File: config.mk
export PLATFORM = sky130hd
export DESIGN_NAME = sbc_top
export DESIGN_NICKNAME = d
export VERILOG_FILES = /design/src/include/sbc_pkg.sv /design/src/include/sbc_cfg_if.sv /design/src/hw/sbc_code_decode.sv /design/src/hw/sbc_fill_addr.sv /design/src/hw/sbc_top.sv
export SDC_FILE = /design/constraint.sdc
export NUM_CORES = 1
export LEC_CHECK = 0
export BUFFER_PORTS_ARGS = -buffer_cell sky130_fd_sc_hd__buf_2
export CAP_MARGIN = 10
export CELL_PAD_IN_SITES_DETAIL_PLACEMENT = 2
export CELL_PAD_IN_SITES_GLOBAL_PLACEMENT = 2
export CORE_ASPECT_RATIO = 0.8
export CORE_MARGIN = 2
export CORE_UTILIZATION = 35
export DETAILED_ROUTE_END_ITERATION = 8
export GPL_ROUTABILITY_DRIVEN = 0
export PLACE_DENSITY_LB_ADDON = 0.1
export SKIP_LAST_GASP = 1
export SYNTH_ARGS = -nofsm -noshare
export SYNTH_HDL_FRONTEND = slang
export SYNTH_SLANG_ARGS = --single-unit
File: constraint.sdc
create_clock -name sys_clk -period 3.8 [get_ports sys_clk]
set_input_delay 0.38 -clock sys_clk [delete_from_list [all_inputs] [get_ports sys_clk]]
set_output_delay 0.38 -clock sys_clk [all_outputs]
set_load 0.05 [all_outputs]
File: src/include/sbc_pkg.sv
// Constants shared by the scan buffer configuration decoder.
package sbc_pkg;
  // Byte offset of the scan configuration register.
  localparam logic [15:0] SBC_CFG_OFFSET = 16'h0004;
  // Field positions inside the configuration word.
  localparam int SBC_CODE_MSB = 15;
  localparam int SBC_CODE_LSB = 11;
  localparam int SBC_IRQ_BIT  = 10;
  localparam int SBC_GAIN_MSB = 9;
  localparam int SBC_GAIN_LSB = 8;
  localparam int SBC_SCAN_MSB = 7;
  localparam int SBC_SCAN_LSB = 6;
  // Word after reset: 64-word buffer from single channel 0.
  localparam logic [15:0] SBC_CFG_RESET = 16'h3800;
  // Buffer and block codes held in bits 15:11.
  localparam logic [4:0] SBC_C64_ONE  = 5'h07;
  localparam logic [4:0] SBC_C64_G8   = 5'h08;
  localparam logic [4:0] SBC_C64_G16  = 5'h09;
  localparam logic [4:0] SBC_C64_G32  = 5'h0A;
  localparam logic [4:0] SBC_C64_ALL  = 5'h0B;
  localparam logic [4:0] SBC_C128_ONE = 5'h0C;
  localparam logic [4:0] SBC_C128_G8  = 5'h0D;
  localparam logic [4:0] SBC_C128_G16 = 5'h0E;
  localparam logic [4:0] SBC_C128_G32 = 5'h0F;
  localparam logic [4:0] SBC_C128_ALL = 5'h10;
  localparam logic [4:0] SBC_C256_ONE = 5'h11;
  localparam logic [4:0] SBC_C256_G8  = 5'h12;
  localparam logic [4:0] SBC_C256_G16 = 5'h13;
  localparam logic [4:0] SBC_C256_G32 = 5'h14;
  localparam logic [4:0] SBC_C256_ALL = 5'h15;
  // Buffer lengths in words.
  localparam logic [10:0] SBC_BUF_64  = 11'h040;
  localparam logic [10:0] SBC_BUF_128 = 11'h080;
  localparam logic [10:0] SBC_BUF_256 = 11'h100;
  // Block lengths in channels.
  localparam logic [6:0] SBC_BLK_1  = 7'h01;
  localparam logic [6:0] SBC_BLK_8  = 7'h08;
  localparam logic [6:0] SBC_BLK_16 = 7'h10;
  localparam logic [6:0] SBC_BLK_32 = 7'h20;
  localparam logic [6:0] SBC_BLK_64 = 7'h40;
  // Channel count of the full board build.
  localparam int SBC_CHANNELS = 64;
endpackage : sbc_pkg

File: src/include/sbc_cfg_if.sv
// Carrier for one decoded buffer and block setting.
`timescale 1ns/10ps
`default_nettype none
interface sbc_cfg_if;
  logic [10:0] buf_words;   // Buffer length in words.
  logic [6:0]  blk_chans;   // Channels per scan block.
  logic [5:0]  first_chan;  // First channel of the active group.
  logic        code_ok;     // Upper code names a known combination.
  // Producer side.
  modport src (output buf_words, output blk_chans, output first_chan, output code_ok);
  // Consumer side.
  modport snk (input buf_words, input blk_chans, input first_chan, input code_ok);
endinterface : sbc_cfg_if
`default_nettype wire

File: src/hw/sbc_code_decode.sv
// Combinational decoder from configuration word to buffer and block setting.
`timescale 1ns/10ps
`default_nettype none
module sbc_code_decode
  import sbc_pkg::*;
#(
  parameter int CHANNELS = SBC_CHANNELS  // Channels fitted on this build.
)(
  input  wire logic [15:0] cfg_word,    // Word offered by the host.
  sbc_cfg_if.src           dec,         // Decoded setting.
  output logic             fits_build   // Group lies inside this build.
);
  // Upper code and the group bases for each block size.
  wire [4:0] code    = cfg_word[SBC_CODE_MSB:SBC_CODE_LSB];
  wire [5:0] base_1  = cfg_word[5:0];
  wire [5:0] base_8  = {cfg_word[2:0], 3'b000};
  wire [5:0] base_16 = {cfg_word[2:1], 4'b0000};
  wire [5:0] base_32 = {cfg_word[2], 5'b00000};
  // Last channel plus one of the group, to compare with the build size.
  wire [7:0] grp_end = {2'b00, dec.first_chan} + {1'b0, dec.blk_chans};

  // Groups beyond the fitted channels are not valid on smaller builds.
  assign fits_build = (grp_end <= 8'(CHANNELS));

  // Table of the documented buffer and block combinations.
  always_comb
  begin
    dec.code_ok    = 1'b1;
    dec.buf_words  = SBC_BUF_64;
    dec.blk_chans  = SBC_BLK_1;
    dec.first_chan = 6'h00;
    case (code)
      SBC_C64_ONE:  begin dec.first_chan = base_1; end
      SBC_C64_G8:   begin dec.blk_chans = SBC_BLK_8; dec.first_chan = base_8; end
      SBC_C64_G16:  begin dec.blk_chans = SBC_BLK_16; dec.first_chan = base_16; end
      SBC_C64_G32:  begin dec.blk_chans = SBC_BLK_32; dec.first_chan = base_32; end
      SBC_C64_ALL:  begin dec.blk_chans = SBC_BLK_64; end
      SBC_C128_ONE: begin dec.buf_words = SBC_BUF_128; dec.first_chan = base_1; end
      SBC_C128_G8:
      begin
        dec.buf_words  = SBC_BUF_128;
        dec.blk_chans  = SBC_BLK_8;
        dec.first_chan = base_8;
      end
      SBC_C128_G16:
      begin
        dec.buf_words  = SBC_BUF_128;
        dec.blk_chans  = SBC_BLK_16;
        dec.first_chan = base_16;
      end
      SBC_C128_G32:
      begin
        dec.buf_words  = SBC_BUF_128;
        dec.blk_chans  = SBC_BLK_32;
        dec.first_chan = base_32;
      end
      SBC_C128_ALL: begin dec.buf_words = SBC_BUF_128; dec.blk_chans = SBC_BLK_64; end
      SBC_C256_ONE: begin dec.buf_words = SBC_BUF_256; dec.first_chan = base_1; end
      SBC_C256_G8:
      begin
        dec.buf_words  = SBC_BUF_256;
        dec.blk_chans  = SBC_BLK_8;
        dec.first_chan = base_8;
      end
      SBC_C256_G16:
      begin
        dec.buf_words  = SBC_BUF_256;
        dec.blk_chans  = SBC_BLK_16;
        dec.first_chan = base_16;
      end
      SBC_C256_G32:
      begin
        dec.buf_words  = SBC_BUF_256;
        dec.blk_chans  = SBC_BLK_32;
        dec.first_chan = base_32;
      end
      SBC_C256_ALL: begin dec.buf_words = SBC_BUF_256; dec.blk_chans = SBC_BLK_64; end
      // Any other code is undefined for this decoder.
      default:      begin dec.code_ok = 1'b0; end
    endcase
  end
endmodule : sbc_code_decode
`default_nettype wire

File: src/hw/sbc_fill_addr.sv
// Buffer write address and channel sequencer for the active setting.
`timescale 1ns/10ps
`default_nettype none
module sbc_fill_addr
  import sbc_pkg::*;
#(
  parameter int AW = 10  // Address width of the sample buffer.
)(
  input  wire logic          sys_clk,     // System clock.
  input  wire logic          sys_rst,     // Asynchronous reset, active high.
  sbc_cfg_if.snk             cfg,         // Active setting.
  input  wire logic          sample_stb,  // One sample written this cycle.
  input  wire logic          restart,     // New setting taken; start over.
  output logic [AW-1:0]      wr_addr,     // Buffer word for the next sample.
  output logic [5:0]         scan_chan,   // Channel for the next sample.
  output logic               buf_wrap     // Pulse: buffer end reached.
);
  // Wrap points of address and channel.
  wire          addr_last = ({{(11-AW){1'b0}}, wr_addr} == (cfg.buf_words - 11'h001));
  wire [5:0]    blk_last  = 6'(cfg.blk_chans - 7'h01);
  wire [5:0]    chan_off  = 6'(scan_chan - cfg.first_chan);
  wire          chan_last = (chan_off == blk_last);

  // Address counts up and returns to zero after the buffer length.
  always_ff @(posedge sys_clk or posedge sys_rst)
  begin
    if (sys_rst)
      wr_addr <= '0;
    else if (restart)
      wr_addr <= '0;
    else if (sample_stb)
      wr_addr <= addr_last ? '0 : AW'(wr_addr + 1'b1);
  end

  // Channel steps through the block and restarts at its first channel.
  always_ff @(posedge sys_clk or posedge sys_rst)
  begin
    if (sys_rst)
      scan_chan <= 6'h00;
    else if (restart)
      scan_chan <= cfg.first_chan;
    else if (sample_stb)
      scan_chan <= chan_last ? cfg.first_chan : 6'(scan_chan + 6'h01);
  end

  // Wrap flag marks the sample that filled the last buffer word.
  always_ff @(posedge sys_clk or posedge sys_rst)
  begin
    if (sys_rst)
      buf_wrap <= 1'b0;
    else
      buf_wrap <= sample_stb && addr_last && !restart;
  end

  // After the last word the address returns to zero.
  property p_addr_wraps;
    @(posedge sys_clk) disable iff (sys_rst)
      (sample_stb && !restart && addr_last) |=> (wr_addr == '0) && buf_wrap;
  endproperty
  a_addr_wraps: assert property (p_addr_wraps) else $error("address did not wrap");
endmodule : sbc_fill_addr
`default_nettype wire

File: src/hw/sbc_top.sv
// Scan configuration register, decoder and buffer fill sequencing.
//
// Contract
// - Groups past fitted channels invalid on smaller builds.
// - Code 00111: 64 words, single channel bits 5:0.
// - Code 01000: 64 words, eight-channel group bits 2:0.
// - Code 01001: 64 words, sixteen-channel group bits 2:1.
// - Code 01010: 64 words, 32-channel half by bit 2.
// - Code 01011: 64 words, all 64 channels.
// - Code 01100: 128 words, single channel bits 5:0.
// - Code 01101: 128 words, eight-channel group bits 2:0.
// - Code 01110: 128 words, sixteen-channel group bits 2:1.
// - Code 01111: 128 words, 32-channel half by bit 2.
// - Code 10000: 128 words, all 64 channels.
// - Code 10001: 256 words, single channel bits 5:0.
// - Code 10010: 256 words, eight-channel group bits 2:0.
// - Code 10011: 256 words, sixteen-channel group bits 2:1.
// - Code 10100: 256 words, 32-channel half by bit 2.
// - Code 10101: 256 words, all 64 channels.
`timescale 1ns/10ps
`default_nettype none
module sbc_top
  import sbc_pkg::*;
#(
  parameter int CHANNELS = SBC_CHANNELS,  // Channels fitted: 64, 32 or 16.
  parameter int AW       = 10             // Sample buffer address width.
)(
  input  wire logic          sys_clk,     // System clock, 125 MHz.
  input  wire logic          sys_rst,     // Asynchronous reset, active high.
  input  wire logic [15:0]   reg_addr,    // Register byte offset.
  input  wire logic          reg_wr,      // Write strobe, one cycle.
  input  wire logic          reg_rd,      // Read strobe, one cycle.
  input  wire logic [15:0]   reg_wdata,   // Write data.
  output logic [15:0]        reg_rdata,   // Read data, valid after a read.
  input  wire logic          sample_stb,  // One converted sample stored.
  output logic [10:0]        buf_words,   // Active buffer length in words.
  output logic [6:0]         blk_chans,   // Active block length in channels.
  output logic [5:0]         first_chan,  // First channel of active group.
  output logic               irq_src,     // Interrupt source bit.
  output logic [1:0]         gain_mode,   // Gain mode field.
  output logic [1:0]         scan_mode,   // Scan mode field.
  output logic [AW-1:0]      wr_addr,     // Buffer word for next sample.
  output logic [5:0]         scan_chan,   // Channel for next sample.
  output logic               buf_wrap,    // Pulse: buffer end reached.
  output logic               cfg_reject   // Pulse: last write was refused.
);
  // Decoded view of the word on the write port.
  sbc_cfg_if dec_if ();
  // Active setting as seen by the sequencer.
  sbc_cfg_if act_if ();

  // Stored configuration word and decoded setting.
  logic [15:0] cfg_word_q;   // Last accepted word.
  logic [10:0] buf_words_q;  // Active buffer length.
  logic [6:0]  blk_chans_q;  // Active block length.
  logic [5:0]  first_chan_q; // Active first channel.
  logic        restart_q;    // Pulse: new setting in force.
  logic        reject_q;     // Pulse: write refused.
  logic [15:0] rdata_q;      // Read data register.
  logic        fits_build;   // Offered group fits this build.

  // Address decode and acceptance of a write.
  wire       cfg_hit  = (reg_addr == SBC_CFG_OFFSET);
  wire       cfg_wr   = reg_wr && cfg_hit;
  wire       word_ok  = dec_if.code_ok && fits_build;
  wire       take     = cfg_wr && word_ok;
  wire       refuse   = cfg_wr && !word_ok;
  wire [4:0] wr_code  = reg_wdata[SBC_CODE_MSB:SBC_CODE_LSB];

  // Decoder sees the offered word directly.
  sbc_code_decode #(
    .CHANNELS   (CHANNELS)
  ) u_decode (
    .cfg_word   (reg_wdata),
    .dec        (dec_if),
    .fits_build (fits_build)
  );

  // Active setting feeds the sequencer.
  assign act_if.buf_words  = buf_words_q;
  assign act_if.blk_chans  = blk_chans_q;
  assign act_if.first_chan = first_chan_q;
  assign act_if.code_ok    = 1'b1;

  // Sequencer for buffer address and scan channel.
  sbc_fill_addr #(
    .AW         (AW)
  ) u_fill (
    .sys_clk    (sys_clk),
    .sys_rst    (sys_rst),
    .cfg        (act_if),
    .sample_stb (sample_stb),
    .restart    (restart_q),
    .wr_addr    (wr_addr),
    .scan_chan  (scan_chan),
    .buf_wrap   (buf_wrap)
  );

  // Accepted word is stored; others leave the register untouched.
  always_ff @(posedge sys_clk or posedge sys_rst)
  begin
    if (sys_rst)
      cfg_word_q <= SBC_CFG_RESET;
    else if (take)
      cfg_word_q <= reg_wdata;
  end

  // Decoded setting follows only accepted words.
  always_ff @(posedge sys_clk or posedge sys_rst)
  begin
    if (sys_rst)
    begin
      buf_words_q  <= SBC_BUF_64;
      blk_chans_q  <= SBC_BLK_1;
      first_chan_q <= 6'h00;
    end
    else if (take)
    begin
      buf_words_q  <= dec_if.buf_words;
      blk_chans_q  <= dec_if.blk_chans;
      first_chan_q <= dec_if.first_chan;
    end
  end

  // One-cycle pulses for a taken and a refused write.
  always_ff @(posedge sys_clk or posedge sys_rst)
  begin
    if (sys_rst)
    begin
      restart_q <= 1'b0;
      reject_q  <= 1'b0;
    end
    else
    begin
      restart_q <= take;
      reject_q  <= refuse;
    end
  end

  // Read returns the stored word at the register offset, zero elsewhere.
  always_ff @(posedge sys_clk or posedge sys_rst)
  begin
    if (sys_rst)
      rdata_q <= 16'h0000;
    else if (reg_rd)
      rdata_q <= cfg_hit ? cfg_word_q : 16'h0000;
  end

  // Outputs straight from the registers.
  assign reg_rdata  = rdata_q;
  assign buf_words  = buf_words_q;
  assign blk_chans  = blk_chans_q;
  assign first_chan = first_chan_q;
  assign cfg_reject = reject_q;
  // Interrupt, gain and scan fields pass on as the host set them.
  assign irq_src    = cfg_word_q[SBC_IRQ_BIT];
  assign gain_mode  = cfg_word_q[SBC_GAIN_MSB:SBC_GAIN_LSB];
  assign scan_mode  = cfg_word_q[SBC_SCAN_MSB:SBC_SCAN_LSB];

  // A taken write appears on read-back after it lands.
  property p_store;
    @(posedge sys_clk) disable iff (sys_rst)
      take ##1 !reg_wr ##1 (reg_rd && cfg_hit && !reg_wr)
        |=> (reg_rdata == $past(reg_wdata, 3));
  endproperty
  a_store: assert property (p_store) else $error("stored word wrong");

  // A single channel past the fitted channels is never taken with the 64-word single-channel code.
  property p_build;
    @(posedge sys_clk) disable iff (sys_rst)
      (cfg_wr && dec_if.code_ok && (32'(reg_wdata[5:0]) >= CHANNELS)
       && (wr_code == SBC_C64_ONE)) |=> cfg_reject && $stable(buf_words);
  endproperty
  a_build: assert property (p_build) else $error("channel past build taken");

  // Single channel, 64 words.
  property p_c64_one;
    @(posedge sys_clk) disable iff (sys_rst)
      (take && wr_code == SBC_C64_ONE) |=> (buf_words == 11'h040)
        && (blk_chans == 7'h01) && (first_chan == $past(reg_wdata[5:0]));
  endproperty
  a_c64_one: assert property (p_c64_one) else $error("64 single wrong");

  // Group of eight, 64 words.
  property p_c64_g8;
    @(posedge sys_clk) disable iff (sys_rst)
      (take && wr_code == SBC_C64_G8) |=> (buf_words == 11'h040)
        && (blk_chans == 7'h08) && (first_chan == {$past(reg_wdata[2:0]), 3'b000});
  endproperty
  a_c64_g8: assert property (p_c64_g8) else $error("64 group of 8 wrong");

  // Group of sixteen, 64 words, bit 0 ignored.
  property p_c64_g16;
    @(posedge sys_clk) disable iff (sys_rst)
      (take && wr_code == SBC_C64_G16) |=> (buf_words == 11'h040)
        && (blk_chans == 7'h10) && (first_chan == {$past(reg_wdata[2:1]), 4'h0});
  endproperty
  a_c64_g16: assert property (p_c64_g16) else $error("64 group of 16 wrong");

  // Half of the channels, 64 words.
  property p_c64_g32;
    @(posedge sys_clk) disable iff (sys_rst)
      (take && wr_code == SBC_C64_G32) |=> (buf_words == 11'h040) && (blk_chans == 7'h20)
        && (first_chan == ($past(reg_wdata[2]) ? 6'h20 : 6'h00));
  endproperty
  a_c64_g32: assert property (p_c64_g32) else $error("64 group of 32 wrong");

  // All channels, 64 words.
  property p_c64_all;
    @(posedge sys_clk) disable iff (sys_rst)
      (take && wr_code == SBC_C64_ALL) |=> (buf_words == 11'h040)
        && (blk_chans == 7'h40) && (first_chan == 6'h00);
  endproperty
  a_c64_all: assert property (p_c64_all) else $error("64 all wrong");

  // Single channel, 128 words.
  property p_c128_one;
    @(posedge sys_clk) disable iff (sys_rst)
      (take && wr_code == SBC_C128_ONE) |=> (buf_words == 11'h080)
        && (blk_chans == 7'h01) && (first_chan == $past(reg_wdata[5:0]));
  endproperty
  a_c128_one: assert property (p_c128_one) else $error("128 single wrong");

  // Group of eight, 128 words.
  property p_c128_g8;
    @(posedge sys_clk) disable iff (sys_rst)
      (take && wr_code == SBC_C128_G8) |=> (buf_words == 11'h080)
        && (blk_chans == 7'h08) && (first_chan == {$past(reg_wdata[2:0]), 3'b000});
  endproperty
  a_c128_g8: assert property (p_c128_g8) else $error("128 group of 8 wrong");

  // Group of sixteen, 128 words.
  property p_c128_g16;
    @(posedge sys_clk) disable iff (sys_rst)
      (take && wr_code == SBC_C128_G16) |=> (buf_words == 11'h080)
        && (blk_chans == 7'h10) && (first_chan == {$past(reg_wdata[2:1]), 4'h0});
  endproperty
  a_c128_g16: assert property (p_c128_g16) else $error("128 group of 16 wrong");

  // Half of the channels, 128 words.
  property p_c128_g32;
    @(posedge sys_clk) disable iff (sys_rst)
      (take && wr_code == SBC_C128_G32) |=> (buf_words == 11'h080) && (blk_chans == 7'h20)
        && (first_chan == ($past(reg_wdata[2]) ? 6'h20 : 6'h00));
  endproperty
  a_c128_g32: assert property (p_c128_g32) else $error("128 group of 32 wrong");

  // All channels, 128 words.
  property p_c128_all;
    @(posedge sys_clk) disable iff (sys_rst)
      (take && wr_code == SBC_C128_ALL) |=> (buf_words == 11'h080)
        && (blk_chans == 7'h40) && (first_chan == 6'h00);
  endproperty
  a_c128_all: assert property (p_c128_all) else $error("128 all wrong");

  // Single channel, 256 words.
  property p_c256_one;
    @(posedge sys_clk) disable iff (sys_rst)
      (take && wr_code == SBC_C256_ONE) |=> (buf_words == 11'h100)
        && (blk_chans == 7'h01) && (first_chan == $past(reg_wdata[5:0]));
  endproperty
  a_c256_one: assert property (p_c256_one) else $error("256 single wrong");

  // Group of eight, 256 words.
  property p_c256_g8;
    @(posedge sys_clk) disable iff (sys_rst)
      (take && wr_code == SBC_C256_G8) |=> (buf_words == 11'h100)
        && (blk_chans == 7'h08) && (first_chan == {$past(reg_wdata[2:0]), 3'b000});
  endproperty
  a_c256_g8: assert property (p_c256_g8) else $error("256 group of 8 wrong");

  // Group of sixteen, 256 words.
  property p_c256_g16;
    @(posedge sys_clk) disable iff (sys_rst)
      (take && wr_code == SBC_C256_G16) |=> (buf_words == 11'h100)
        && (blk_chans == 7'h10) && (first_chan == {$past(reg_wdata[2:1]), 4'h0});
  endproperty
  a_c256_g16: assert property (p_c256_g16) else $error("256 group of 16 wrong");

  // Half of the channels, 256 words.
  property p_c256_g32;
    @(posedge sys_clk) disable iff (sys_rst)
      (take && wr_code == SBC_C256_G32) |=> (buf_words == 11'h100)
        && (blk_chans == 7'h20) && (first_chan == ($past(reg_wdata[2]) ? 6'h20 : 6'h00));
  endproperty
  a_c256_g32: assert property (p_c256_g32) else $error("256 group of 32 wrong");

  // All channels, 256 words.
  property p_c256_all;
    @(posedge sys_clk) disable iff (sys_rst)
      (take && wr_code == SBC_C256_ALL) |=> (buf_words == 11'h100)
        && (blk_chans == 7'h40) && (first_chan == 6'h00);
  endproperty
  a_c256_all: assert property (p_c256_all) else $error("256 all wrong");

  // Address restarts at zero and channel at the first channel after a new setting.
  property p_fill;
    @(posedge sys_clk) disable iff (sys_rst)
      restart_q |=> (wr_addr == '0) && (scan_chan == $past(first_chan));
  endproperty
  a_fill: assert property (p_fill) else $error("fill did not restart");

  // Undefined codes change nothing and raise the refusal pulse.
  property p_undef;
    @(posedge sys_clk) disable iff (sys_rst)
      (cfg_wr && !dec_if.code_ok) |=> cfg_reject && !restart_q
        && $stable(cfg_word_q) && $stable(buf_words) && $stable(first_chan);
  endproperty
  a_undef: assert property (p_undef) else $error("undefined code changed setting");
endmodule : sbc_top
`default_nettype wire

==> impl_metrics.ini <==
[placement]
place_ws_ns = -0.06710
port_buffers = 89
dp_hpwl_microns = 8588
dp_cells = 618

[yosys]
ys_async_sr_fraction_pct = 100.0
muxShareOfSynthArea_pct = 11.20
synth-edff-count = 0
synth-compound-area-share_pct = 11.68
synth_top_area_share_pct = 38.19
synthCells = 394
synth_fa_ha_area_share_pct = 5.283
synthesis.area_sq_um = 3931
ys.flop_type = dfrtp_1
synth_area_leaders = dfrtp_1, mux2_4, ha_1
yosys.area.top_type = dfrtp_1
ys_types = 56
ys_ff_latch = 65
ys_seq_area_share_pct = 41.53
synth_top_family_by_area = simple AND/OR/NAND/NOR gates
synth-xor-area-share_pct = 5.347
yosysWarningCount = 0
synthSimpleGateAreaFrac_pct = 16.80
postSynthAreaPerCell_sq_um = 9.978

[route]
wirelength_microns = 12280
drc = 0
first_pass_iters = 4
ant_nets = 0
route.vias.total = 3295
drt_iter0_drc = 144
wl_per_cell_microns = 19.12
via_per_inst = 5.132

[setup_path]
setup.worst_path.start = reg_wdata[15]
reg2reg_slack_ns = 0.80
critPathLaunchType = input pin
r2r-end = u_fill.scan_chan[4]
worstSetupEndpointType = register
reg2reg_from = u_fill.scan_chan[0]
worstRegToRegCells = 10
worst_ep_arrival_time_ns = 3.84
worstPathRequired_ns = 4.02
critPathMaxFanout = 8
path_class = input pin to register

[final_layout]
final_layout_size_suffix_gt1_share_pct = 34.74
fin_nets = 546
area_growth_pct = 26.16
diodes = 0
multi_input_comb_area_sq_um = 2034
final_cell_mix = buf_2, dfrtp_1, nand2_1, inv_1, mux2_4
final_common_cell = buf_2
seqCellArea_sq_um = 1633
fin_cells = 642
fillCellCount = 1193

[floorplanning]
die-width_microns = 122.5
coreArea_sq_um = 10890
rows = 34
io_pins = 100
die_h_microns = 98.80
die-area_sq_um = 12100
start_util_pct = 36.10

[power]
switching_share_pct = 35.72
pwr-share-comb_pct = 26.0
clkPwrFrac_pct = 39.1
pwr-share-seq_pct = 34.9
intPower_uw = 1524
peakVddDrop_uv = 182.1
power_density_nw_per_um2 = 478.1
switching_power_uw = 847.0
p_leak_uw = 0.002365

[cts]
clk_pin_slew_ns = 0.06
cts_sinks = 65
cts-root-buf = clkbuf_16
clk_latency_ns = 0.34
ctsHoldBuffers = 0
cts_tree = built
clockBufferDepth = 2
h-tree-depth = 3
cts_made_buffers = 9

[global_routing]
grt.overflow.total = 0
grt_util_all_layers_pct = 20.78
grt_max_degree = 52
grt_pass1_vias = 3633
grt_pass1_wl_microns = 19710
antenna_found_initial = 0

[status]
status = finished, final reports clean

[hold_path]
holdCritPathClass = input pin to asynchronous set/reset pin

[timing]
worst_slack_ns = 0.1768
slew_violations = 0
final-setup-viol-count = 0
tightest_slew_ns = 0.8208
finalClockSkew_ns = 0.003837
fmax_ghz = 0.2760
hold_violations = 0
fin_crit_sh_pct = 95.35
max_slew_margin_pct = 45.22
period_minus_slack_ns = 3.623

[run]
drv_cap = 0
## flip-flops by register name, summed over array words and instances (netlist names)
| name | cells |
|---|---|
| u_fill.buf_wrap | 1 |
| cfg_reject | 1 |
| buf_words | 3 |
| u_fill.wr_addr | 10 |
| restart_q | 1 |
| u_fill.scan_chan | 6 |
| blk_chans | 5 |
| first_chan | 6 |
| cfg_word_q | 16 |
| reg_rdata | 16 |
## synthesized netlist by cell type (4+ instances only)
master / count
nor4_1: 6
dfrtp_1: 60
o211ai_1: 5
a21oi_1: 7
xnor2_1: 17
nand3b_1: 4
xor2_1: 7
dfstp_2: 5
and3_1: 6
nand4_1: 9
nor2_1: 19
nor3_1: 11
a31oi_1: 4
ha_1: 15
mux2_4: 28
inv_1: 37
nand2_1: 38
o21ai_0: 27
or2_2: 5
and2_1: 5
nand3_1: 10
buf_4: 15
clkbuf_1: 6
## worst max-delay path, cell delays in order
cell and delay, ns:
buf_2 0.14, nor2b_1 0.17, a21oi_1 0.18, nor2_1 0.09, a21oi_2 0.16, inv_1 0.07, buf_4 0.14, o21ai_0 0.23
nand2_1 0.16, ha_1 0.39, a21oi_1 0.34, nand3b_1 0.19, a311oi_1 0.33, a32o_2 0.25, buf_12 0.14, buf_6 0.16
mux2_4 0.31
## layer usage
| layer | share of wire [%] | up-vias | global-route usage, % |
|---|---|---|---|
| li1 | - | 1551 | - |
| met1 | 49 | 1659 | 30.02 |
| met2 | 47 | 71 | 31.97 |
| met3 | 3.4 | 14 | 4.051 |
| met4 | 1.2 | 0 | 5.217 |
| met5 | 0 | - | 0 |
## repair_timing
item,in CTS,in global routing
resized for setup,0,7
setup endpoints to repair,0,29
buffers inserted,0,3
## worst max path at each step
stage | slack, ns | depth (start not counted) | end
after floorplan | 0.37 | 16 | blk_chans[4]
after global placement | 0.09 | 14 | cfg_word_q[6]
after detailed placement | -0.07 | 18 | cfg_word_q[0]
after CTS | 0.18 | 18 | cfg_word_q[5]
after global routing | -0.08 | 19 | cfg_word_q[8]
final | 0.18 | 17 | cfg_word_q[9]
## area by class of cell
class / count / share of cell area [%]
multi-input cells: 275 / 41.02
flip-flops and latches: 65 / 32.92
repair buffers: 104 / 12.94
clock buffers: 9 / 4.541
well taps: 144 / 3.633
inverters: 38 / 2.876
clock inverters: 7 / 2.069
## logic make-up after synthesis
group	after synthesis
buffers and inverters	63
AND/OR/NAND/NOR	128
flip-flops	65
adder cells (fa/ha/maj)	16
other	1
multiplexers	30
AO/OA/AOI/OAI	67
XOR/XNOR	24
## power groups by stage
| stage | registers, uW | logic [uW] | clock network (uW) |
|---|---|---|---|
| CTS | 826 | 613 | 942 |
| global route | 841 | 677 | 974 |
| floorplan | 989 | 284 | 0 |
| global placement | 834 | 579 | 0 |
| finish | 827 | 617 | 927 |
| detailed placement | 838 | 605 | 0 |
## per-stage QoR
stage	utilization [%]	hold WS (ns)	setup TNS [ns]	instance area, sq um	power, uW
detailed placement	41.15	0.4820	-1.330	4482	1443
global placement	41.15	0.4710	0	4482	1413
CTS	44.16	0.2692	0	4810	2381
global route	45.54	0.09212	-1.554	4960	2491
floorplan	-	0.4500	0	3965	1273
finish	45.54	0.06080	0	4960	2371
Power figures use the tool's default switching activity.
